[src/common/timer_pkg.sv]
// Constants, offsets, field positions and encodings of the timer block.
package timer_pkg;

  // Register indices; the APB byte address of each is four times the index.
  localparam logic [11:0] IDX_CNT_H = 12'hf00;
  localparam logic [11:0] IDX_CNT_L = 12'hf01;
  localparam logic [11:0] IDX_RLD_H = 12'hf02;
  localparam logic [11:0] IDX_RLD_L = 12'hf03;
  localparam logic [11:0] IDX_CMP_H = 12'hf04;
  localparam logic [11:0] IDX_CMP_L = 12'hf05;
  localparam logic [11:0] IDX_CTL0 = 12'hf06;
  localparam logic [11:0] IDX_CTL1 = 12'hf07;
  localparam logic [11:0] IDX_CAP2_H = 12'hf20;
  localparam logic [11:0] IDX_CAP2_L = 12'hf21;
  localparam logic [11:0] IDX_STATUS = 12'hf30;
  localparam logic [11:0] IDX_MASK = 12'hf31;

  // Field positions of timer_control_one.
  localparam int CTL1_ENABLE = 7;
  localparam int CTL1_POLARITY = 6;
  localparam int CTL1_PRE_HI = 5;
  localparam int CTL1_PRE_LO = 3;
  localparam int CTL1_MODE_HI = 2;
  localparam int CTL1_MODE_LO = 0;

  // Field positions of timer_control_zero.
  localparam int CTL0_MODE3 = 7;
  localparam int CTL0_ICFG_HI = 6;
  localparam int CTL0_ICFG_LO = 5;

  // Status and mask bit positions.
  localparam int ST_RELOAD = 0;
  localparam int ST_CAPTURE = 1;

  // Reset and restart values.
  localparam logic [15:0] CNT_RESET = 16'h0001;
  localparam logic [15:0] CNT_RESTART = 16'h0001;
  localparam logic [15:0] RLD_RESET = 16'hffff;
  localparam logic [7:0] BYTE_RESET = 8'h00;
  localparam logic [1:0] FLAGS_RESET = 2'h0;

  // Timer modes, the top bit sits in timer_control_zero.
  localparam logic [3:0] MODE_ONE_SHOT = 4'h0;
  localparam logic [3:0] MODE_CONTINUOUS = 4'h1;
  localparam logic [3:0] MODE_PWM_SINGLE = 4'h3;
  localparam logic [3:0] MODE_CAPTURE = 4'h4;
  localparam logic [3:0] MODE_CAP_CMP = 4'h7;
  localparam logic [3:0] MODE_CAP_RESTART = 4'h9;
  localparam logic [3:0] MODE_DEMOD = 4'hc;

  // Encodings of interrupt_event_select.
  localparam logic [1:0] ICFG_CAPTURE_ONLY = 2'h2;
  localparam logic [1:0] ICFG_RELOAD_ONLY = 2'h3;

  typedef enum logic [2:0]
  {
    ST_IDLE = 3'b001,
    ST_RUN = 3'b010,
    ST_HALT = 3'b100
  } run_state_t;

endpackage

[src/common/timer_link_if.sv]
// Signals between the timer core, its prescaler and its input synchroniser.
interface timer_link_if;
  logic run;
  logic [2:0] prescale;
  logic tick;
  logic pin_level;
  logic pin_rise;
  logic pin_fall;
  modport core (output run, output prescale, input tick, input pin_level, input pin_rise, input pin_fall);
  modport presc (input run, input prescale, output tick);
  modport sync (output pin_level, output pin_rise, output pin_fall);
endinterface

[src/timer_prescaler.sv]
// Power-of-two prescaler that gives the timer one tick pulse per prescaled period.
module timer_prescaler
(
  // Clock and reset.
  input wire logic pclk,
  input wire logic presetn,
  // Link to the core.
  timer_link_if.presc lnk
);
  logic [6:0] div_q;
  logic tick_q;
  logic [6:0] mask;

  assign mask = 7'((8'h01 << lnk.prescale) - 8'h01);

  always_ff @(posedge pclk or negedge presetn)
  begin
    if (!presetn)
    begin
      div_q <= 7'h00;
      tick_q <= 1'b0;
    end
    else if (!lnk.run)
    begin
      div_q <= 7'h00;
      tick_q <= 1'b0;
    end
    else
    begin
      div_q <= div_q + 7'h01;
      tick_q <= (div_q & mask) == mask;
    end
  end

  assign lnk.tick = tick_q;
endmodule

[src/timer_input_sync.sv]
// Three-stage synchroniser and edge detector for the timer input pin.
module timer_input_sync
(
  // Clock and reset.
  input wire logic pclk,
  input wire logic presetn,
  // Pin.
  input wire logic pin_in,
  // Link to the core.
  timer_link_if.sync lnk
);
  logic s1_q;
  logic s2_q;
  logic s3_q;
  logic level_q;
  logic rise_q;
  logic fall_q;

  always_ff @(posedge pclk or negedge presetn)
  begin
    if (!presetn)
    begin
      s1_q <= 1'b0;
      s2_q <= 1'b0;
      s3_q <= 1'b0;
    end
    else
    begin
      s1_q <= pin_in;
      s2_q <= s1_q;
      s3_q <= s2_q;
    end
  end

  // A change counts only once the second and third stages agree.
  always_ff @(posedge pclk or negedge presetn)
  begin
    if (!presetn)
    begin
      level_q <= 1'b0;
      rise_q <= 1'b0;
      fall_q <= 1'b0;
    end
    else
    begin
      rise_q <= (s2_q == s3_q) && s3_q && !level_q;
      fall_q <= (s2_q == s3_q) && !s3_q && level_q;
      if (s2_q == s3_q)
      begin
        level_q <= s3_q;
      end
    end
  end

  assign lnk.pin_level = level_q;
  assign lnk.pin_rise = rise_q;
  assign lnk.pin_fall = fall_q;
endmodule

[src/timer_pwm_capture_unit.sv]
// Sixteen-bit PWM and capture timer with an APB register port.
module timer_pwm_capture_unit
(
  // Clock and reset.
  input wire logic pclk,
  input wire logic presetn,
  // APB slave.
  input wire logic psel,
  input wire logic penable,
  input wire logic pwrite,
  input wire logic [15:0] paddr,
  input wire logic [31:0] pwdata,
  output logic [31:0] prdata,
  output logic pready,
  output logic pslverr,
  // Timer pins.
  input wire logic timer_in,
  output logic timer_out,
  // Interrupt.
  output logic irq
);
  timer_link_if lnk();

  logic [15:0] count_q;
  logic [15:0] reload_q;
  logic [15:0] cmp_q;
  logic [15:0] cap2_q;
  logic [7:0] ctl0_q;
  logic [7:0] ctl1_q;
  logic [1:0] status_q;
  logic [1:0] mask_q;
  logic [1:0] status_set;
  logic [31:0] prdata_q;
  logic pready_q;
  logic pslverr_q;
  logic out_q;
  logic irq_q;
  timer_pkg::run_state_t state_q;

  logic xfer;
  logic wr;
  logic rd;
  logic [7:0] wbyte;
  logic [7:0] rd_byte;
  logic addr_ok;
  logic enable;
  logic polarity;
  logic [3:0] mode;
  logic [1:0] icfg;
  logic running;
  logic reload_hit;
  logic reload_ev;
  logic match_ev;
  logic cap_mode;
  logic cap_edge;
  logic cap_ev;

  // Byte-address decode of one register index.
  function automatic logic is_reg(input logic [15:0] a, input logic [11:0] idx);
    is_reg = a == {2'b00, idx, 2'b00};
  endfunction

  timer_prescaler u_presc
  (
    .pclk(pclk),
    .presetn(presetn),
    .lnk(lnk)
  );

  timer_input_sync u_sync
  (
    .pclk(pclk),
    .presetn(presetn),
    .pin_in(timer_in),
    .lnk(lnk)
  );

  // The access phase always takes one wait state so read data comes from a flop.
  assign xfer = psel && penable && pready_q;
  assign wr = xfer && pwrite && addr_ok;
  assign rd = xfer && !pwrite;
  assign wbyte = pwdata[7:0];

  assign enable = ctl1_q[timer_pkg::CTL1_ENABLE];
  assign polarity = ctl1_q[timer_pkg::CTL1_POLARITY];
  assign mode = {ctl0_q[timer_pkg::CTL0_MODE3], ctl1_q[timer_pkg::CTL1_MODE_HI:timer_pkg::CTL1_MODE_LO]};
  assign icfg = ctl0_q[timer_pkg::CTL0_ICFG_HI:timer_pkg::CTL0_ICFG_LO];
  assign running = state_q == timer_pkg::ST_RUN;

  assign lnk.run = running;
  assign lnk.prescale = ctl1_q[timer_pkg::CTL1_PRE_HI:timer_pkg::CTL1_PRE_LO];

  assign reload_hit = count_q == reload_q;
  assign reload_ev = running && lnk.tick && reload_hit;
  assign match_ev = running && lnk.tick && (count_q == cmp_q);

  assign cap_mode = (mode == timer_pkg::MODE_CAPTURE) || (mode == timer_pkg::MODE_CAP_CMP) ||
    (mode == timer_pkg::MODE_CAP_RESTART) || (mode == timer_pkg::MODE_DEMOD);
  // Demodulation captures both edges, the other modes take the selected one.
  assign cap_edge = (mode == timer_pkg::MODE_DEMOD) ? (lnk.pin_rise || lnk.pin_fall) :
    (polarity ? lnk.pin_fall : lnk.pin_rise);
  assign cap_ev = running && cap_mode && cap_edge;

  // Run control; one-shot parks in halt until software clears the enable bit.
  always_ff @(posedge pclk or negedge presetn)
  begin
    if (!presetn)
    begin
      state_q <= timer_pkg::ST_IDLE;
    end
    else
    begin
      case (state_q)
        timer_pkg::ST_IDLE:
        begin
          if (enable)
          begin
            state_q <= timer_pkg::ST_RUN;
          end
        end
        timer_pkg::ST_RUN:
        begin
          if (!enable)
          begin
            state_q <= timer_pkg::ST_IDLE;
          end
          else if (reload_ev && mode == timer_pkg::MODE_ONE_SHOT)
          begin
            state_q <= timer_pkg::ST_HALT;
          end
        end
        timer_pkg::ST_HALT:
        begin
          if (!enable)
          begin
            state_q <= timer_pkg::ST_IDLE;
          end
        end
        default:
        begin
          state_q <= timer_pkg::ST_IDLE;
        end
      endcase
    end
  end

  // Counter; a software write of a count byte wins over counting in that cycle.
  always_ff @(posedge pclk or negedge presetn)
  begin
    if (!presetn)
    begin
      count_q <= timer_pkg::CNT_RESET;
    end
    else if (wr && is_reg(paddr, timer_pkg::IDX_CNT_H))
    begin
      count_q[15:8] <= wbyte;
    end
    else if (wr && is_reg(paddr, timer_pkg::IDX_CNT_L))
    begin
      count_q[7:0] <= wbyte;
    end
    else if (cap_ev && mode == timer_pkg::MODE_CAP_RESTART)
    begin
      count_q <= timer_pkg::CNT_RESTART;
    end
    else if (reload_ev)
    begin
      count_q <= timer_pkg::CNT_RESTART;
    end
    else if (running && lnk.tick)
    begin
      count_q <= count_q + 16'h0001;
    end
  end

  always_ff @(posedge pclk or negedge presetn)
  begin
    if (!presetn)
    begin
      reload_q <= timer_pkg::RLD_RESET;
    end
    else if (wr && is_reg(paddr, timer_pkg::IDX_RLD_H))
    begin
      reload_q[15:8] <= wbyte;
    end
    else if (wr && is_reg(paddr, timer_pkg::IDX_RLD_L))
    begin
      reload_q[7:0] <= wbyte;
    end
  end

  // Compare/capture pair; a capture edge or a software write loads it, never a reload.
  always_ff @(posedge pclk or negedge presetn)
  begin
    if (!presetn)
    begin
      cmp_q <= {timer_pkg::BYTE_RESET, timer_pkg::BYTE_RESET};
    end
    else if (cap_ev && (mode != timer_pkg::MODE_DEMOD || lnk.pin_rise))
    begin
      cmp_q <= count_q;
    end
    else if (wr && is_reg(paddr, timer_pkg::IDX_CMP_H))
    begin
      cmp_q[15:8] <= wbyte;
    end
    else if (wr && is_reg(paddr, timer_pkg::IDX_CMP_L))
    begin
      cmp_q[7:0] <= wbyte;
    end
  end

  // Second capture pair, loaded on the falling edge in demodulation mode.
  always_ff @(posedge pclk or negedge presetn)
  begin
    if (!presetn)
    begin
      cap2_q <= {timer_pkg::BYTE_RESET, timer_pkg::BYTE_RESET};
    end
    else if (cap_ev && mode == timer_pkg::MODE_DEMOD && lnk.pin_fall)
    begin
      cap2_q <= count_q;
    end
    else if (wr && is_reg(paddr, timer_pkg::IDX_CAP2_H))
    begin
      cap2_q[15:8] <= wbyte;
    end
    else if (wr && is_reg(paddr, timer_pkg::IDX_CAP2_L))
    begin
      cap2_q[7:0] <= wbyte;
    end
  end

  always_ff @(posedge pclk or negedge presetn)
  begin
    if (!presetn)
    begin
      ctl0_q <= timer_pkg::BYTE_RESET;
      ctl1_q <= timer_pkg::BYTE_RESET;
      mask_q <= timer_pkg::FLAGS_RESET;
    end
    else if (wr)
    begin
      if (is_reg(paddr, timer_pkg::IDX_CTL0))
      begin
        ctl0_q <= wbyte;
      end
      if (is_reg(paddr, timer_pkg::IDX_CTL1))
      begin
        ctl1_q <= wbyte;
      end
      if (is_reg(paddr, timer_pkg::IDX_MASK))
      begin
        mask_q <= wbyte[1:0];
      end
    end
  end

  // Output pin. Idle PWM sits at the polarity level so the first period starts right.
  always_ff @(posedge pclk or negedge presetn)
  begin
    if (!presetn)
    begin
      out_q <= 1'b0;
    end
    else if (mode == timer_pkg::MODE_PWM_SINGLE)
    begin
      if (!running || reload_ev)
      begin
        out_q <= polarity;
      end
      else if (match_ev)
      begin
        out_q <= !polarity;
      end
    end
    else if (mode == timer_pkg::MODE_ONE_SHOT || mode == timer_pkg::MODE_CONTINUOUS)
    begin
      if (reload_ev)
      begin
        out_q <= !out_q;
      end
    end
  end

  // Event selection narrows which events raise a flag.
  always_comb
  begin
    status_set = timer_pkg::FLAGS_RESET;
    status_set[timer_pkg::ST_RELOAD] = reload_ev && icfg != timer_pkg::ICFG_CAPTURE_ONLY;
    status_set[timer_pkg::ST_CAPTURE] = cap_ev && icfg != timer_pkg::ICFG_RELOAD_ONLY;
  end

  // A read clears only the flags that it returned, so an event that lands during the access is kept.
  always_ff @(posedge pclk or negedge presetn)
  begin
    if (!presetn)
    begin
      status_q <= timer_pkg::FLAGS_RESET;
    end
    else if (rd && is_reg(paddr, timer_pkg::IDX_STATUS))
    begin
      status_q <= (status_q & ~prdata_q[1:0]) | status_set;
    end
    else
    begin
      status_q <= status_q | status_set;
    end
  end

  always_ff @(posedge pclk or negedge presetn)
  begin
    if (!presetn)
    begin
      irq_q <= 1'b0;
    end
    else
    begin
      irq_q <= |(status_q & mask_q);
    end
  end

  // Read mux; the count reads live, so software sees the running value.
  always_comb
  begin
    rd_byte = timer_pkg::BYTE_RESET;
    addr_ok = 1'b1;
    if (is_reg(paddr, timer_pkg::IDX_CNT_H))
      rd_byte = count_q[15:8];
    else if (is_reg(paddr, timer_pkg::IDX_CNT_L))
      rd_byte = count_q[7:0];
    else if (is_reg(paddr, timer_pkg::IDX_RLD_H))
      rd_byte = reload_q[15:8];
    else if (is_reg(paddr, timer_pkg::IDX_RLD_L))
      rd_byte = reload_q[7:0];
    else if (is_reg(paddr, timer_pkg::IDX_CMP_H))
      rd_byte = cmp_q[15:8];
    else if (is_reg(paddr, timer_pkg::IDX_CMP_L))
      rd_byte = cmp_q[7:0];
    else if (is_reg(paddr, timer_pkg::IDX_CTL0))
      rd_byte = ctl0_q;
    else if (is_reg(paddr, timer_pkg::IDX_CTL1))
      rd_byte = ctl1_q;
    else if (is_reg(paddr, timer_pkg::IDX_CAP2_H))
      rd_byte = cap2_q[15:8];
    else if (is_reg(paddr, timer_pkg::IDX_CAP2_L))
      rd_byte = cap2_q[7:0];
    else if (is_reg(paddr, timer_pkg::IDX_STATUS))
      rd_byte = {6'h00, status_q};
    else if (is_reg(paddr, timer_pkg::IDX_MASK))
      rd_byte = {6'h00, mask_q};
    else
      addr_ok = 1'b0;
  end

  always_ff @(posedge pclk or negedge presetn)
  begin
    if (!presetn)
    begin
      pready_q <= 1'b0;
      pslverr_q <= 1'b0;
      prdata_q <= 32'h0000_0000;
    end
    else
    begin
      pready_q <= psel && penable && !pready_q;
      pslverr_q <= psel && penable && !pready_q && !addr_ok;
      if (psel && penable && !pready_q && !pwrite)
      begin
        prdata_q <= {24'h00_0000, rd_byte};
      end
    end
  end

  assign prdata = prdata_q;
  assign pready = pready_q;
  assign pslverr = pslverr_q;
  assign timer_out = out_q;
  assign irq = irq_q;
endmodule

[config.mk]
export PLATFORM = sky130hd
export DESIGN_NAME = timer_pwm_capture_unit
export DESIGN_NICKNAME = d
export VERILOG_FILES = /design/src/common/timer_pkg.sv /design/src/common/timer_link_if.sv /design/src/timer_prescaler.sv /design/src/timer_input_sync.sv /design/src/timer_pwm_capture_unit.sv
export SDC_FILE = /design/constraint.sdc
export NUM_CORES = 1
export LEC_CHECK = 0
export ABC_CLOCK_PERIOD_IN_PS = 2420
export BUFFER_PORTS_ARGS = -buffer_cell sky130_fd_sc_hd__buf_2
export CAP_MARGIN = 10
export CORE_ASPECT_RATIO = 2
export CORE_MARGIN = 8
export CORE_UTILIZATION = 45
export CTS_CLUSTER_DIAMETER = 60
export DETAILED_ROUTE_END_ITERATION = 10
export PLACE_DENSITY = 0.73
export SLEW_MARGIN = 30
export SYNTH_ARGS = -nofsm -noshare
export SYNTH_HDL_FRONTEND = slang
export SYNTH_HIERARCHICAL = 1
export SYNTH_SLANG_ARGS = --single-unit
[constraint.sdc]
create_clock -name pclk -period 2.42 [get_ports pclk]
set_input_delay 0.363 -clock pclk [delete_from_list [all_inputs] [get_ports pclk]]
set_output_delay 0.363 -clock pclk [all_outputs]
set_load 0.03 [all_outputs]
## Word level (Yosys, flattened, before mapping)

Index checks and enable logic that the tools add are counted.

| storage, ports and cells | value |
|---|---|
| flip-flop bits (word level) | 113 |
| input bits | 54 |
| output and inout bits | 36 |
| word-level logic and storage cells | 194 |

| operators by class | value |
|---|---|
| add/sub/neg operators | 3 |
| eq/ne operators | 35 |
| shift-type cells | 1 |
| mux-type cells | 53 |
| bitwise gates (word level) | 8 |
| reductions and logical operators | 68 |

Operators by type and width:

| operator | count |
|---|---|
| $eq A16 B14 Y1 const B | 12 |
| $mux W8 | 19 |
| $mux W16 | 5 |
| $logic_and A1 B1 Y1 | 33 |
| $eq A16 B16 Y1 | 2 |
| $mux W1 | 20 |
| $add A16 B1 Y16 const B | 1 |
| $reduce_and A2 Y1 | 8 |
| $ne A2 B2 Y1 const B | 7 |
| $mux W3 | 4 |
| $reduce_bool A2 Y1 | 6 |
| $pmux W3 S3 | 1 |
| $eq A4 B3 Y1 const B | 2 |
| $eq A4 B4 Y1 const B | 2 |
| $logic_not A1 Y1 | 8 |
| $reduce_bool A4 Y1 | 2 |
| $add A7 B1 Y7 const B | 1 |
| $and A7 B7 Y7 | 1 |
| $eq A7 B7 Y1 | 1 |
| $logic_or A1 B1 Y1 | 7 |
| $mux W7 | 1 |
| $shl A1 B3 Y7 const A | 1 |
| $sub A7 B1 Y7 const B | 1 |
| $mux W2 | 3 |
| 15 further kinds | 20 |

## Logic depth before layout (Yosys ltp)

| logic depth | value |
|---|---|
| depth in word-level cells | 18 |
| depth in mapped cells | 9 |
| gate-level depth less buffers | 8 |

## Hierarchy

The synthesis kept the hierarchy.

By module, submodules not included:

| module | times used | cells an instance | area each (µm²) | seq. area each (µm²) |
|---|---|---|---|---|
| timer_pwm_capture_unit | 1 | 720 | 6412.4 | 2499.9 |
| timer_prescaler | 1 | 38 | 385.4 | 200.2 |
| timer_input_sync | 1 | 13 | 210.2 | 150.1 |

## Least setup slack after synthesis

No wires, ideal clock.

| path | value |
|---|---|
| path kind | input to register |
| start point | in paddr[0] |
| end point | reg prdata_q[0], in the netlist prdata[0] |
| setup time | 0.073 ns |
| arrival | 2.263 ns |
| required time | 2.347 ns |
| slack | 0.084 ns |
| stages on the path | 7 |
| buffers on the path | 1 |
| path through | buf_2 -> or4b_4 -> or4_4 -> a211oi_2 -> a211oi_1 -> or3_1 -> a21oi_2 |

| on the way | value |
|---|---|
| cells in the longest elaborated chain, start to end | 13 |
| elaborated cells between the ends (all ways) | 24 |
| those cells by class | eq/ne: 12; mux: 12 |

Ends and longest elaborated chain:

| item | RTL line | RTL |
|---|---|---|
| start, declared | timer_pwm_capture_unit.sv:11 | `input wire logic [15:0] paddr,` |
| $eq A16 B14 Y1 | timer_pwm_capture_unit.sv:60 | `is_reg = a == {2'b00, idx, 2'b00};` |
| $mux W2 | timer_pwm_capture_unit.sv:350 | `else if (is_reg(paddr, timer_pkg::IDX_MASK))` |
| $mux W2 | timer_pwm_capture_unit.sv:348 | `else if (is_reg(paddr, timer_pkg::IDX_STATUS))` |
| $mux W8 | timer_pwm_capture_unit.sv:346 | `else if (is_reg(paddr, timer_pkg::IDX_CAP2_L))` |
| $mux W8 | timer_pwm_capture_unit.sv:344 | `else if (is_reg(paddr, timer_pkg::IDX_CAP2_H))` |
| $mux W8 | timer_pwm_capture_unit.sv:342 | `else if (is_reg(paddr, timer_pkg::IDX_CTL1))` |
| $mux W8 | timer_pwm_capture_unit.sv:340 | `else if (is_reg(paddr, timer_pkg::IDX_CTL0))` |
| $mux W8 | timer_pwm_capture_unit.sv:338 | `else if (is_reg(paddr, timer_pkg::IDX_CMP_L))` |
| $mux W8 | timer_pwm_capture_unit.sv:336 | `else if (is_reg(paddr, timer_pkg::IDX_CMP_H))` |
| $mux W8 | timer_pwm_capture_unit.sv:334 | `else if (is_reg(paddr, timer_pkg::IDX_RLD_L))` |
| $mux W8 | timer_pwm_capture_unit.sv:332 | `else if (is_reg(paddr, timer_pkg::IDX_RLD_H))` |
| $mux W8 | timer_pwm_capture_unit.sv:330 | `else if (is_reg(paddr, timer_pkg::IDX_CNT_L))` |
| $mux W8 (*) | timer_pwm_capture_unit.sv:328 | `if (is_reg(paddr, timer_pkg::IDX_CNT_H))` |
| end signal, assigned | timer_pwm_capture_unit.sv:370 | `prdata_q <= {24'h00_0000, rd_byte};` |
| end, declared | timer_pwm_capture_unit.sv:33 | `logic [31:0] prdata_q;` |

Mark *: on every way between the ends. The rest lies on a longest branch, timed or not.
A chain may end at the register's enable or synchronous reset.

## Worst setup path in the final report

| path | value |
|---|---|
| start point | reg u_presc.tick_q, in the netlist u_presc/lnk.tick |
| end point | reg count_q[10] |

| on the way | value |
|---|---|
| cells in the longest elaborated chain, start to end | 6 |
| elaborated cells between the ends (all ways) | 8 |
| those cells by class | mux: 4; reduce/logical: 4 |

Ends and longest elaborated chain:

| item | RTL line | RTL |
|---|---|---|
| start, declared | timer_prescaler.sv:11 | `logic tick_q;` |
| start signal, assigned | timer_prescaler.sv:31 | `tick_q <= (div_q & mask) == mask;` |
| $logic_and A1 B1 Y1 (*) | timer_pwm_capture_unit.sv:94, timer_pwm_capture_unit.sv:170 |  |
| $logic_and A1 B1 Y1 | timer_pwm_capture_unit.sv:94 | `assign reload_ev = running && lnk.tick && reload_hit;` |
| $mux W16 | timer_pwm_capture_unit.sv:166 | `else if (reload_ev)` |
| $mux W16 | timer_pwm_capture_unit.sv:162 | `else if (cap_ev && mode == timer_pkg::MODE_CAP_RESTART)` |
| $mux W8 | timer_pwm_capture_unit.sv:158 | `else if (wr && is_reg(paddr, timer_pkg::IDX_CNT_L))` |
| $mux W8 | timer_pwm_capture_unit.sv:154 | `else if (wr && is_reg(paddr, timer_pkg::IDX_CNT_H))` |
| end signal, assigned | timer_pwm_capture_unit.sv:156 | `count_q[15:8] <= wbyte;` |
| end signal, assigned | timer_pwm_capture_unit.sv:164 | `count_q <= timer_pkg::CNT_RESTART;` |
| end signal, assigned | timer_pwm_capture_unit.sv:168 | `count_q <= timer_pkg::CNT_RESTART;` |
| end, declared | timer_pwm_capture_unit.sv:24 | `logic [15:0] count_q;` |

Mark *: on every way between the ends. The rest lies on a longest branch, timed or not. The select of a mux whose other input is x is not followed.

==> metrics <==
outcome=finished, final reports clean; clk_lat worst skew=0.42 ns; Peak VDD IR=402.5 uV; Pleak=3.826 nW; Synth area leaders=dfrtp_1 34%, dfstp_2 6.7%, mux2_2 5.9%, a21oi_1 5.9%, mux2i_1 5.1%; area of the die=20,060 um2; RSZ-0062 raised after global routing=yes; first drt pass iteration count=5; top-count cell post-synth=dfrtp_1; chip width=104.2 um; first-pass GRT wire length=39,650 um; mapped cell area=7008 um2; Compound-Gate Fraction of Synth Area=0.1694; First DRT Iteration DRCs=346; Synth top area share=0.3392; final antenna-violating net count=0; routed via count=6,660; Cells after Synth=771; Seq cells post-synth=113; Setup Skew=0.007274 ns; crit path time final=2.291 ns; Main synth FF type=dfrtp_1; critical path cell sequence=nor4bb_4 > buf_4 > nand3_1 > nor3_2 > buf_4 > nand4_1 > buf_6 > and2_2 > a32oi_2 > o21ai_1; Final Power=0.004938 W; vias per inst=6.088; number of global-route vias before repair=7,021; Post-synth top cells=95 x dfrtp_1, 83 x a21oi_1, 76 x nor2_1; area of the multi-input gates=3856 um2; Post-synth EDFFs=0; Clk pin slew, worst setup/hold paths=0.05 ns; CP Launch Type=flip-flop; initial antenna violation count=0; nets@finish=941; Critical Path RT=2.72 ns; Synth Area per Inst=9.089 um2; largest family of logic cells by synthesized area=simple AND/OR/NAND/NOR gates; Setup-failing EPs final=0; library cells used by synthesis=75; Ys Warns=6; HP Class=primary input to flip-flop; max-slew violation count=0; DPL Wire Length=19,250 um; Worst path top cell family by delay=simple AND/OR/NAND/NOR gates; fmax=436.6 MHz; Synth Area in Simple Gates=0.1964; Slowest-stage cell, CP=dfrtp_1; FFs w/ async S/R, synth=1.000; detailed-route wire length=26,120 um; Crit path buffers/inverters=3; grt total ovfl=0; DRC violation count after routing=0; Starting Density=0.4582; CP max stage delay=0.41 ns; fin crit share=0.9465; xor-xnor portion of the synthesized cell area=0.04624; mux cell area share after synthesis=0.1130; FF+latch area=2851 um2; post-synth top area cell=dfrtp_1; Rows=64; clk buf depth=2; crit-path max FO=5; I/O Pins=90; fraction of layout cells with a size suffix above 1=0.2801; Slew @ Worst Pin=0.6668 ns; Final Hold Violating Endpoints=0; Slew Limit Headroom=0.5507; Port-buffer cells=41; PwrDens=573.2 nW/um2; Synth Area in Adders=0.007142; Num Clock Sinks=113; maxcap violations=0; core area=15,290 um2; most used cell, CP=buf_4; gr usage total=0.2660; CP arrival=2.59 ns; CTS HTree Levels=4; critical path capture point type=flip-flop; post-synthesis sequential area ratio=0.4067; Clock Root Buffer=clkbuf_16; Ant. Diodes=0; Die H=192.5 um; setup_tns=0 ns; layout filler cell count=1,373; CTS tree=yes; total CTS buffers=17; RePlAce Congestion=1.056; largest net degree at the start of global routing=92; flop-to-flop setup slack=0.13 ns; CP Class=flip-flop to flip-flop; drt wl/cell=23.88 um; P&R area growth vs syn=22.92%
through the flow:
stage	utilization	hold WS, ns	setup slack (ns)	cell area [um2]	cells
after global routing	0.5632	0.03979	-0.01759	8615	1094
final	0.5632	0.04733	0.1294	8615	1094
after CTS	0.5578	0.03651	0.06733	8531	1088
after floorplan	-	0.06741	0.08411	7094	794
after detailed placement	0.5176	0.2840	-0.2666	7916	1055
after global placement	0.5176	0.2765	-0.2624	7916	1055
per-layer routing:
metal  vias up  part of all wire  track usage  wire length [um]
met5         -                 0            0                 0
met4         0             0.087       0.2350              2280
met3       132             0.049      0.05050              1284
met2       308              0.54       0.4970             14100
met1      3237              0.32       0.2396              8455
li1       2983                 -            -                 -
what timing repair did:
item	4_1_cts	5_1_grt
resized for setup	0	10
hold buffers	1	0
endpoints found under the setup margin	0	12
endpoints found under the hold margin	15	0
setup buffers	0	5
cell families (layout without fill, tap and decap cells):
logic type | count (synthesis) | count (layout)
muxes | 74 | 74
AOI/OAI and AO/OA | 193 | 193
xor gates and xnor gates | 37 | 37
buffers and inverters | 85 | 187
adders and majority gates | 4 | 4
DFF | 113 | 113
and+or+nand+nor | 264 | 264
other | 1 | 24
cell type report:
class	instances	area share
Timing Repair Buffer	145	0.1181
Clock buffer	20	0.05185
Multi-Input combinational cell	596	0.4476
Sequential cell	113	0.3310
Inverter	10	0.004357
Clock inverter	12	0.01830
Tap cell	198	0.02876
power by group:
| part | total (W) | leakage, nW | internal, W | switching [W] |
|---|---|---|---|---|
| clock | 0.00257 | 0.299 | 0.00165 | 0.000919 |
| combinational | 0.000412 | 2.25 | 0.000117 | 0.000295 |
| sequential | 0.00196 | 1.27 | 0.00193 | 0.0000300 |
path summary, 6_finish.rpt:
check	start	end	cells after the start
hold / removal	timer_in	u_sync/s1_q$_DFF_PN0_	1
max in group asynchronous	presetn	reload_q[6]$_DFFE_PN1P_	3
min in group asynchronous	presetn	count_q[14]$_DFFE_PN0P_	2
setup / recovery	u_presc/lnk.tick$_DFF_PN0_	count_q[10]$_DFFE_PN0P_	10
hold reg to reg	u_sync/s1_q$_DFF_PN0_	u_sync/s2_q$_DFF_PN0_	0
setup reg to reg	u_presc/lnk.tick$_DFF_PN0_	count_q[10]$_DFFE_PN0P_	10
registers in the layout (all words and copies together) (netlist names), 2 cells and up:
signal         flops
state_q            3
count_q           16
ctl1_q             8
status_q           2
reload_q          16
prdata             8
ctl0_q             8
cap2_q            16
mask_q             2
u_presc/div_q      7
cmp_q             16
placed cells by master, fill, tap and decap left out, types with 7 or more instances in the layout:
| cell | synthesis | final |
|---|---|---|
| mux2_2 | 37 | 37 |
| nand3_1 | 28 | 28 |
| a22oi_1 | 7 | 7 |
| dfstp_2 | 18 | 18 |
| o21ai_0 | 28 | 27 |
| xor2_1 | 21 | 21 |
| nand2b_1 | 9 | 9 |
| inv_1 | 10 | 10 |
| a21oi_1 | 83 | 83 |
| nand4_1 | 12 | 12 |
| xnor2_1 | 16 | 16 |
| buf_2 | 6 | 41 |
| nand2_1 | 55 | 55 |
| nor2_1 | 76 | 76 |
| conb_1 | 1 | 24 |
| nor4_1 | 18 | 17 |
| clkbuf_16 | 0 | 17 |
| nor3_1 | 16 | 15 |
| o211ai_1 | 9 | 9 |
| o22ai_1 | 13 | 13 |
| buf_4 | 24 | 100 |
| mux2i_1 | 36 | 36 |
| nor2b_1 | 8 | 8 |
| dfrtp_1 | 95 | 94 |
worst register-to-register path: stages (launching register included):
cell,delay [ns]
dfrtp_1,0.41
nor4bb_4,0.31
buf_4,0.18
nand3_1,0.08
nor3_2,0.11
buf_4,0.14
nand4_1,0.20
buf_6,0.22
and2_2,0.21
a32oi_2,0.25
o21ai_1,0.08
(Power assumes the default switching activity.)
